`src/inc/rdc_map.vh`:
```
// Register map, field positions, reset values and the maximum count of the reload down counter core.
`ifndef RDC_MAP_VH
`define RDC_MAP_VH

// ==========================================================
// Register offsets (byte addresses)
`define RDC_OFS_CNT0 12'h000
`define RDC_OFS_CNT1 12'h004
`define RDC_OFS_CTRL0 12'h008
`define RDC_OFS_CTRL1 12'h00C
`define RDC_OFS_IRQ_STAT 12'h010
`define RDC_OFS_IRQ_EN 12'h014
`define RDC_OFS_IRQ_CLR 12'h018

// ==========================================================
// Control register fields
`define RDC_CTRL_TRG 0
`define RDC_CTRL_EN 1
`define RDC_CTRL_RELD 2
`define RDC_CTRL_PSC_LO 8
`define RDC_CTRL_PSC_HI 15

// ==========================================================
// Reset values and the maximum count
`define RDC_RST_CNT 16'h0000
`define RDC_RST_RLD 16'h0000
`define RDC_RST_PSC 8'h00
`define RDC_CNT_MAX 16'hFFFF

`endif

```
`src/verilog/rdc_core.v`:
```
// Two-instance 16-bit reload down counter core with APB registers and interrupt.
//
// Implementation choices: the placing of the registers and the APB register port.
`timescale 1ns/100ps
`include "rdc_map.vh"

module rdc_core (
  // APB slave
  input wire pclk,
  input wire presetn,
  input wire psel,
  input wire penable,
  input wire pwrite,
  input wire [11:0] paddr,
  input wire [31:0] pwdata,
  input wire [3:0] pstrb,
  output reg [31:0] prdata,
  output wire pready,
  output wire pslverr,
  // External start triggers, asynchronous pins
  input wire [1:0] ext_trig,
  // Interrupt and transfer service requests
  output wire irq,
  output wire [1:0] xfer_req
);

  // ==========================================================
  // Bus decode
  wire wr_en;
  wire rd_en;
  assign wr_en = psel & penable & pwrite;
  assign rd_en = psel & ~penable & ~pwrite;
  assign pready = 1'b1;

  function is_mapped;
    input [11:0] a;
    begin
      is_mapped = (a == `RDC_OFS_CNT0) || (a == `RDC_OFS_CNT1) ||
                  (a == `RDC_OFS_CTRL0) || (a == `RDC_OFS_CTRL1) ||
                  (a == `RDC_OFS_IRQ_STAT) || (a == `RDC_OFS_IRQ_EN) ||
                  (a == `RDC_OFS_IRQ_CLR);
    end
  endfunction

  // Writes to the counter words that leave out either of the two low byte strobes are refused with an error.
  function word_ok;
    input [11:0] a;
    input [3:0] s;
    begin
      if ((a == `RDC_OFS_CNT0) || (a == `RDC_OFS_CNT1)) begin
        word_ok = (s[1:0] == 2'b11);
      end else begin
        word_ok = 1'b1;
      end
    end
  endfunction

  // Both refusals are reported in the access phase only, where the master samples them.
  wire bad_addr;
  wire bad_width;
  assign bad_addr = ~is_mapped(paddr);
  assign bad_width = pwrite & ~word_ok(paddr, pstrb);
  assign pslverr = psel & penable & (bad_addr | bad_width);

  // ==========================================================
  // Trigger pin synchronisers
  wire [1:0] trig_rise;

  genvar si;
  generate
    for (si = 0; si < 2; si = si + 1) begin : g_sync
      reg s1_r;
      reg s2_r;
      reg s3_r;

      // Only the second stage feeds logic; the third only remembers it for edge detection.
      always @(posedge pclk or negedge presetn) begin
        if (!presetn) begin
          s1_r <= 1'b0;
          s2_r <= 1'b0;
          s3_r <= 1'b0;
        end else begin
          s1_r <= ext_trig[si];
          s2_r <= s1_r;
          s3_r <= s2_r;
        end
      end

      // The pins idle low and the stages reset low, so no false edge follows reset.
      assign trig_rise[si] = s2_r & ~s3_r;
    end
  endgenerate

  // ==========================================================
  // Interrupt registers
  reg [1:0] uf_flag_r;
  reg [1:0] uf_flag_nxt;
  reg [1:0] irq_en_r;
  reg [1:0] irq_en_nxt;
  wire [1:0] uf_pulse;
  wire clr_wr;
  wire en_wr;
  assign clr_wr = wr_en & (paddr == `RDC_OFS_IRQ_CLR);
  assign en_wr = wr_en & (paddr == `RDC_OFS_IRQ_EN);

  always @* begin
    irq_en_nxt = irq_en_r;
    if (en_wr) begin
      irq_en_nxt = pwdata[1:0];
    end
    uf_flag_nxt = uf_flag_r;
    if (clr_wr) begin
      uf_flag_nxt = uf_flag_r & ~pwdata[1:0];
    end
    // Set wins over a clear in the same cycle, so no underflow is ever lost.
    uf_flag_nxt = uf_flag_nxt | uf_pulse;
  end

  always @(posedge pclk or negedge presetn) begin
    if (!presetn) begin
      uf_flag_r <= 2'b00;
      irq_en_r <= 2'b00;
    end else begin
      uf_flag_r <= uf_flag_nxt;
      irq_en_r <= irq_en_nxt;
    end
  end

  assign irq = |(uf_flag_r & irq_en_r);

  // ==========================================================
  // Counter instances
  // Each instance walks from stopped, to waiting for a trigger, to running.
  localparam ST_STOP = 3'b001;
  localparam ST_WAIT = 3'b010;
  localparam ST_RUN = 3'b100;

  wire [15:0] cnt_val [0:1];
  wire [31:0] ctrl_val [0:1];

  genvar gi;
  generate
    for (gi = 0; gi < 2; gi = gi + 1) begin : g_tmr
      reg [15:0] cnt_r;
      reg [15:0] cnt_nxt;
      reg [15:0] rld_r;
      reg [15:0] rld_nxt;
      reg en_r;
      reg en_nxt;
      reg reld_r;
      reg reld_nxt;
      reg [2:0] state_r;
      reg [2:0] state_nxt;
      reg [7:0] psc_r;
      reg [7:0] psc_nxt;
      reg [7:0] div_r;
      reg [7:0] div_nxt;
      reg uf_r;
      reg uf_nxt;
      wire ofs_cnt;
      wire ofs_ctl;
      wire ctl_wr;
      wire sw_trg;
      wire hw_trg;
      wire trig;
      wire tick;

      assign ofs_cnt = (paddr == (gi ? `RDC_OFS_CNT1 : `RDC_OFS_CNT0));
      assign ofs_ctl = (paddr == (gi ? `RDC_OFS_CTRL1 : `RDC_OFS_CTRL0));
      assign ctl_wr = wr_en & ofs_ctl;
      assign sw_trg = ctl_wr & pwdata[`RDC_CTRL_TRG];
      assign hw_trg = trig_rise[gi];
      // A trigger written together with enable starts at once.
      assign trig = (sw_trg ? pwdata[`RDC_CTRL_EN] : en_r) & (sw_trg | hw_trg);
      // Count tick from a divider: one tick every psc_r+1 cycles.
      assign tick = (div_r == 8'h00);

      always @* begin
        cnt_nxt = cnt_r;
        rld_nxt = rld_r;
        en_nxt = en_r;
        reld_nxt = reld_r;
        state_nxt = state_r;
        psc_nxt = psc_r;
        div_nxt = div_r;
        uf_nxt = 1'b0;

        if (wr_en && ofs_cnt && word_ok(paddr, pstrb)) begin
          rld_nxt = pwdata[15:0];
        end
        if (ctl_wr) begin
          en_nxt = pwdata[`RDC_CTRL_EN];
          reld_nxt = pwdata[`RDC_CTRL_RELD];
          psc_nxt = pwdata[`RDC_CTRL_PSC_HI:`RDC_CTRL_PSC_LO];
        end

        case (state_r)
          ST_STOP: begin
            if (ctl_wr && pwdata[`RDC_CTRL_EN]) begin
              state_nxt = ST_WAIT;
            end
          end
          ST_WAIT: begin
            state_nxt = ST_WAIT;
          end
          ST_RUN: begin
            if (tick) begin
              div_nxt = psc_r;
              cnt_nxt = cnt_r - 16'h0001;
              if (cnt_r == 16'h0000) begin
                uf_nxt = 1'b1;
                if (reld_r) begin
                  cnt_nxt = rld_r;
                end else begin
                  cnt_nxt = `RDC_CNT_MAX;
                  state_nxt = ST_WAIT;
                end
              end
            end else begin
              div_nxt = div_r - 8'h01;
            end
          end
          default: begin
            state_nxt = ST_STOP;
          end
        endcase

        // A trigger while running restarts from the reload value.
        if (trig) begin
          cnt_nxt = rld_r;
          div_nxt = psc_r;
          uf_nxt = 1'b0;
          state_nxt = ST_RUN;
        end

        // Disabling drops back to the stopped state; the count is kept.
        if (ctl_wr && !pwdata[`RDC_CTRL_EN]) begin
          state_nxt = ST_STOP;
        end
      end

      always @(posedge pclk or negedge presetn) begin
        if (!presetn) begin
          cnt_r <= `RDC_RST_CNT;
          rld_r <= `RDC_RST_RLD;
          en_r <= 1'b0;
          reld_r <= 1'b0;
          state_r <= ST_STOP;
          psc_r <= `RDC_RST_PSC;
          div_r <= `RDC_RST_PSC;
          uf_r <= 1'b0;
        end else begin
          cnt_r <= cnt_nxt;
          rld_r <= rld_nxt;
          en_r <= en_nxt;
          reld_r <= reld_nxt;
          state_r <= state_nxt;
          psc_r <= psc_nxt;
          div_r <= div_nxt;
          uf_r <= uf_nxt;
        end
      end

      assign uf_pulse[gi] = uf_r;
      assign xfer_req[gi] = uf_r;
      assign cnt_val[gi] = cnt_r;
      // The running bit is the one-hot run state itself.
      assign ctrl_val[gi] = {16'h0000, psc_r, 4'h0, state_r[2], reld_r, en_r, 1'b0};
    end
  endgenerate

  // ==========================================================
  // Read data, captured in the setup cycle
  // Capturing at setup keeps prdata steady through the access phase while the count moves.
  reg [31:0] prdata_nxt;

  always @* begin
    prdata_nxt = prdata;
    if (rd_en) begin
      case (paddr)
        `RDC_OFS_CNT0: prdata_nxt = {16'h0000, cnt_val[0]};
        `RDC_OFS_CNT1: prdata_nxt = {16'h0000, cnt_val[1]};
        `RDC_OFS_CTRL0: prdata_nxt = ctrl_val[0];
        `RDC_OFS_CTRL1: prdata_nxt = ctrl_val[1];
        `RDC_OFS_IRQ_STAT: prdata_nxt = {30'h0000_0000, uf_flag_r};
        `RDC_OFS_IRQ_EN: prdata_nxt = {30'h0000_0000, irq_en_r};
        default: prdata_nxt = 32'h0000_0000;
      endcase
    end
  end

  always @(posedge pclk or negedge presetn) begin
    if (!presetn) begin
      prdata <= 32'h0000_0000;
    end else begin
      prdata <= prdata_nxt;
    end
  end

endmodule

```
`config.mk`:
```
export PLATFORM = sky130hd
export DESIGN_NAME = rdc_core
export DESIGN_NICKNAME = d
export VERILOG_FILES = /design/src/verilog/rdc_core.v
export VERILOG_INCLUDE_DIRS = /design/src /design/src/inc
export SDC_FILE = /design/constraint.sdc
export NUM_CORES = 1
export LEC_CHECK = 0
export ABC_AREA = 0
export BUFFER_PORTS_ARGS = -buffer_cell sky130_fd_sc_hd__buf_4
export CORE_MARGIN = 1.5
export CORE_UTILIZATION = 48
export CTS_CLUSTER_DIAMETER = 100
export DETAILED_ROUTE_END_ITERATION = 7
export PLACE_DENSITY = 0.71
export SLEW_MARGIN = 20
export SYNTH_ARGS = -nofsm -noshare
export SYNTH_HDL_FRONTEND = slang
export SYNTH_SLANG_ARGS = --single-unit
```
`constraint.sdc`:
```
create_clock -name pclk -period 3.9 [get_ports pclk]
set_input_delay 0.195 -clock pclk [delete_from_list [all_inputs] [get_ports pclk]]
set_output_delay 0.195 -clock pclk [all_outputs]
set_load 0.03 [all_outputs]
```
## Word-level counts from Yosys, hierarchy flattened

Index checks and enable logic that the tools add are counted.

| word-level totals | value |
|---|---|
| register bits after elaboration | 150 |
| input bits | 55 |
| output and inout port bits | 37 |

| operators by class | value |
|---|---|
| add/sub/neg operators | 4 |
| eq/ne operators | 21 |
| muxes and demuxes | 43 |
| bitwise operators | 29 |
| reductions and logical operators | 29 |

Operators by type and width:

| operator | count |
|---|---|
| $mux W16 | 10 |
| $pmux W16 S6 | 1 |
| $mux W8 | 6 |
| $eq A12 B5 Y1 const B | 3 |
| $mux W3 | 12 |
| $logic_not A16 Y1 | 2 |
| $ne A4 B4 Y1 const B | 8 |
| $sub A16 B1 Y16 const B | 2 |
| $eq A12 B4 Y1 const B | 2 |
| $pmux W3 S3 | 2 |
| $and A1 B1 Y1 | 16 |
| $logic_not A8 Y1 | 2 |
| $sub A8 B1 Y8 const B | 2 |
| $eq A12 B3 Y1 const B | 1 |
| $logic_not A12 Y1 | 1 |
| $mux W1 | 11 |
| $logic_and A1 B1 Y1 | 8 |
| $reduce_and A4 Y1 | 2 |
| $reduce_bool A2 Y1 | 4 |
| $eq A3 B1 Y1 const B | 2 |
| $eq A3 B2 Y1 const B | 2 |
| $eq A3 B3 Y1 const B | 2 |
| $logic_or A1 B1 Y1 | 6 |
| $not A1 Y1 | 6 |
| other kinds (9) | 13 |

## Depth between registers and ports, before layout

| depth | value |
|---|---|
| depth in word-level cells | 10 |
| depth in mapped cells | 9 |
| mapped depth without buffers | 7 |

## Least setup slack after synthesis

OpenSTA, ideal clock, no wires.

| timing | value |
|---|---|
| path type | register to register |
| from | register g_tmr[0].div_r[0] |
| to | register g_tmr[0].cnt_r[10] |
| library setup time | 120 ps |
| arrival | 2239 ps |
| data required time | 3780 ps |
| slack | 1541 ps |
| cell stages (with the launch flop) | 9 |
| path buffers | 1 |
| cell sequence | dfrtp_1 > inv_1 > ha_1 > nor4b_2 > nand3_1 > or3_1 > and2_1 > buf_2 > o211a_1 |

| on the way | value |
|---|---|
| word-level cells in the longest chain between the ends | 3 |

Ends and longest elaborated chain:

| element | RTL line | RTL |
|---|---|---|
| start, declared | rdc_core.v:156 | `reg [7:0] div_r;` |
| start signal, assigned | rdc_core.v:250 | `` div_r <= `RDC_RST_PSC; `` |
| start signal, assigned | rdc_core.v:259 | `div_r <= div_nxt;` |
| $logic_not A8 Y1 | rdc_core.v:176 | `assign tick = (div_r == 8'h00);` |
| $reduce_bool A2 Y1 (no source line) | -- |  |
| $reduce_and A2 Y1 (no source line) | -- |  |
| end signal, assigned | rdc_core.v:244 | `` cnt_r <= `RDC_RST_CNT; `` |
| end signal, assigned | rdc_core.v:253 | `cnt_r <= cnt_nxt;` |
| end, declared | rdc_core.v:144 | `reg [15:0] cnt_r;` |

No other way between the ends.
A chain may end at the register's enable or synchronous reset.

## Worst setup path after layout

| timing | value |
|---|---|
| from | register g_tmr[1].cnt_r[2] |
| to | register g_tmr[1].cnt_r[11] |

| on the way | value |
|---|---|
| word-level cells in the longest chain between the ends | 5 |
| elaborated cells on any way between the ends | 6 |

Ends and longest elaborated chain:

| element | RTL line | RTL |
|---|---|---|
| start, declared | rdc_core.v:144 |  |
| start signal, assigned | rdc_core.v:244 |  |
| start signal, assigned | rdc_core.v:253 |  |
| $sub A16 B1 Y16 / $logic_not A16 Y1 (equally long branches) | rdc_core.v:209, rdc_core.v:210 |  |
| $mux W16 * | rdc_core.v:210 | `if (cnt_r == 16'h0000) begin` |
| $mux W16 * | rdc_core.v:207 | `if (tick) begin` |
| $mux W16 * | rdc_core.v:197 | `case (state_r)` |
| $mux W16 * | rdc_core.v:229 | `if (trig) begin` |

Mark *: on every way between the ends. The rest lies on a longest branch, timed or not. The select of a mux whose other input is x is not followed.

==> run_results.csv <==
group,metric,value,unit
logic_synthesis,ys_seq_elements,134,
timing,final.setup.tns,0,ps
placed_design,gp_congestion,0.944,
routing,vias_per_cell,6.59,
power,p_leak,0.00388,uW
power,power.density_cell_area,449,mW/mm^2
clock_network,postCtsSetupRepairBufs,0,
clock_network,htreeDepth,4,
floorplanning,die_area,0.0161,sq mm
global_route,total_gr_overflow,0,
timing,slew-limit-headroom,25.9,%
clock_network,cts-root-to-sink-buffers,2,
worst_setup_path,critical-path-slowest-cell,"sky130_fd_sc_hd__o311a_1",
logic_synthesis,number_of_distinct_library_cells_after_synthesis,76,
final_layout,fin_cells,957,
logic_synthesis,top_post_synthesis_cells_by_count,"sky130_fd_sc_hd__dfrtp_1, sky130_fd_sc_hd__nand2_1, sky130_fd_sc_hd__mux2_2, sky130_fd_sc_hd__o21ai_0, sky130_fd_sc_hd__nor2_1",
floorplanning,placeableCoreArea,0.0151,sq mm
timing,fin_crit,2880,ps
power,switching_share,27.6,%
final_layout,layout-drive-gt1-share,22.4,%
timing,finalHoldViolCount,0,
worst_setup_path,required_time_worst_endpoint,4200,ps
worst_setup_path,worst_path_largest_cell_delay,670,ps
worst_setup_path,start_point_of_the_critical_path,"g_tmr[1].cnt_r[2]$_DFFE_PN0P_",
placed_design,placement.cell_area,0.00783,sq mm
worst_setup_path,arrival_time_of_data_at_the_critical_path_endpoint,3180,ps
final_layout,post_layout_net_count,819,
placed_design,placed_cells_incl_taps,922,
routing,firstDrtPassIters,8,
logic_synthesis,synthesis.instances,712,
logic_synthesis,synth_ff_type,"sky130_fd_sc_hd__dfrtp_1",
power,report.power.total,3800,uW
logic_synthesis,synth.avg_cell_area,10.3,sq um
routing,route.vias.total,6302,
timing,slew_viol_final,0,
power,irDropWorstVdd,0.321,mV
run_status,failed_checks,"design-rule violations",
clock_network,worst_skew_pair.late_latency,420,ps
logic_synthesis,synth.most_common_cell,"sky130_fd_sc_hd__dfrtp_1",
routing,drt_drc_violations_left,2,
floorplanning,initial_core_util,48.7,%
timing,final-setup-viol-count,0,
logic_synthesis,top_cell_type_s_share_of_synthesized_area,44.9,%
power,power_frac_seq,42.5,%
clock_network,clkSlewWorstSetupHoldPaths,60,ps
final_layout,fin_area,0.00847,sq mm
global_route,global_route.usage.total,26.3,%
worst_setup_path,critical_path_class,"reg -> reg",
final_layout,seqCellArea,0.00336,sq mm
final_layout,utilization,56.1,%
floorplanning,pin_count,92,
worst_setup_path,cp_cell_sequence,"or4_1 -> nor4b_2 -> nand2_1 -> o311a_1 -> o22a_1",
clock_network,tritoncts,"yes",
floorplanning,die_w,127,um
timing,grt_setup_unrepaired,"no",
final_layout,filler_cell_count,1292,
clock_network,cts_sinks,134,
hold_path,hold_start,"pwdata[7]",
global_route,initial_antenna_violation_count,0,
timing,fin_crit_sh,73.7,%
placed_design,port_buffers,56,
global_route,maximum_number_of_pins_on_one_net_before_global_route_repair,112,
logic_synthesis,syn-cell-area,0.00735,sq mm
power,power.switching,1050,uW
logic_synthesis,synth-edff-count,0,
worst_setup_path,worstSetupStartpointType,"flip-flop",
global_route,number_of_global_route_vias_before_repair,5879,
worst_setup_path,regToRegStartpoint,"g_tmr[1].cnt_r[2]$_DFFE_PN0P_",
final_layout,multiInputGateArea,0.00365,sq mm
run_status,status,"finished with violations",
power,internal_power,2750,uW
timing,skew,6.96,ps
logic_synthesis,yosys-top-cells-area,"sky130_fd_sc_hd__dfrtp_1, sky130_fd_sc_hd__mux2_2, sky130_fd_sc_hd__nand2_1",
routing,wl_per_cell,21.7,um
power,power.combinational.fraction,14.1,%
final_layout,area.growth.synth_to_final,15.2,%
clock_network,cts-buffers-inserted,17,
flow_run,cap_violations,0,
floorplanning,core.rowCount,45,
logic_synthesis,synth-async-reset-ratio,100,%
routing,finalWirelength,20700,um
routing,postRouteAntennaNets,0,
power,clockPowerShare,43.4,%
logic_synthesis,yosysSeqAreaShare,45.7,%
logic_synthesis,yosys.area.top_type,"sky130_fd_sc_hd__dfrtp_1",
floorplanning,height_of_the_die,127,um
logic_synthesis,synth.yosys.warnings,0,
timing,max_slew.worst_pin.slew,1100,ps
final_layout,antenna_cell_count,0,
worst_setup_path,crit_path_end_kind,"flip-flop",
worst_setup_path,critical_path_peak_fanout,12,
timing,max_freq,348,MHz
placed_design,post-dp-hpwl,14600,um
routing,drtIter0Drc,737,
hold_path,min-delay-path-class,"in -> reg",
clock_network,cts.root.buffer_cell,"sky130_fd_sc_hd__clkbuf_16",
global_route,grt_first_pass_wirelength,32700,um
-- layout by cell type, fill, tap and decap left out, drive strengths merged, types with 13 or more instances in the layout --
| cell | synthesis | final |
|---|---|---|
| a21oi | 27 | 27 |
| buf | 31 | 65 |
| clkbuf | 28 | 25 |
| conb | 2 | 17 |
| dfrtp | 132 | 132 |
| inv | 24 | 24 |
| mux2 | 55 | 55 |
| nand2 | 52 | 52 |
| nor2 | 31 | 31 |
| nor3 | 19 | 19 |
| nor4 | 22 | 22 |
| o21a | 13 | 13 |
| o21ai | 38 | 38 |
| or3 | 13 | 13 |
-- logic make-up (layout without fill, tap and decap cells) --
logic type / Yosys count / in the layout / share of synthesized area [%]
fa+ha+maj: 8 / 8 / 1.36
simple gates: 213 / 213 / 16.7
mux: 62 / 62 / 9.94
flops: 134 / 134 / 45.7
buf+inv: 83 / 125 / 5.50
compound gates: 210 / 210 / 20.8
other cells: 2 / 17 / 0.102
-- registers in the layout (all words and copies together) (netlist names) --
name and cells:
g_tmr.rld_r 32, g_sync.s1_r 2, irq_en_r 2, g_tmr.en_r 2
g_tmr.div_r 16, g_tmr.uf_r 2, g_tmr.state_r 6, g_tmr.psc_r 16
g_sync.s2_r 2, g_sync.s3_r 2, g_tmr.reld_r 2, uf_flag_r 2
g_tmr.cnt_r 32, prdata 16
-- worst max-delay path, delay by kind of cell (launching register included) --
kind | cells | cell delay (ps)
flops | 1 | 480
simple gates | 3 | 1330
compound gates | 2 | 950
-- timing repair --
action / 4_1_cts / 5_1_grt
gates resized for setup: 0 / 0
hold buffers: 3 / 0
endpoints found under the hold margin: 108 / 0
-- power groups by stage --
| stage | registers [uW] | clock network (uW) | logic [uW] |
|---|---|---|---|
| 3_5_place_dp | 1630 | 0 | 526 |
| 6_report | 1620 | 1650 | 538 |
| 5_1_grt | 1630 | 1730 | 595 |
| 3_3_place_gp | 1620 | 0 | 504 |
| 4_1_cts | 1610 | 1660 | 531 |
| 2_1_floorplan | 1600 | 0 | 376 |
-- layer usage --
metal  wire length (um)  vias to the layer above  GRT usage (%)  share of wire [%]
li1                   -                     2798              -                  -
met1               8880                     3098           36.8                 43
met2               9620                      361           40.4                 46
met3               1710                       45           5.19                8.2
met4                532                        0           10.4                2.6
met5                  0                        -              0                  0
-- cell type report --
class / instances / share of cell area [%]
Clock buffer: 24 / 5.69
Clock inverter: 8 / 1.43
Inverter: 24 / 1.06
Multi-Input combinational cell: 510 / 43.1
Sequential cell: 134 / 39.6
Tap cell: 188 / 2.78
Timing Repair Buffer: 69 / 6.28
-- per-stage QoR --
step,hold WS [ps],setup slack (ps)
floorplan,-101,1540
global placement,305,1140
detailed placement,307,1080
CTS,14.0,1050
global route,16.5,847
finish,24.5,1020
-- final timing paths --
kind,endpoint,slack (ps),cells past startpoint
hold reg to reg,g_sync[1].s2_r$_DFF_PN0_,360,0
max in group asynchronous,g_tmr[0].state_r[0]$_DFFE_PN1P_,2430,3
setup reg to reg,g_tmr[1].cnt_r[11]$_DFFE_PN0P_,1020,5
hold / removal,g_tmr[1].rld_r[7]$_DFFE_PN0P_,20,2
min in group asynchronous,g_sync[0].s1_r$_DFF_PN0_,410,2
setup / recovery,g_tmr[1].cnt_r[11]$_DFFE_PN0P_,1020,5
Note: power is estimated with default switching activity, not from simulation.
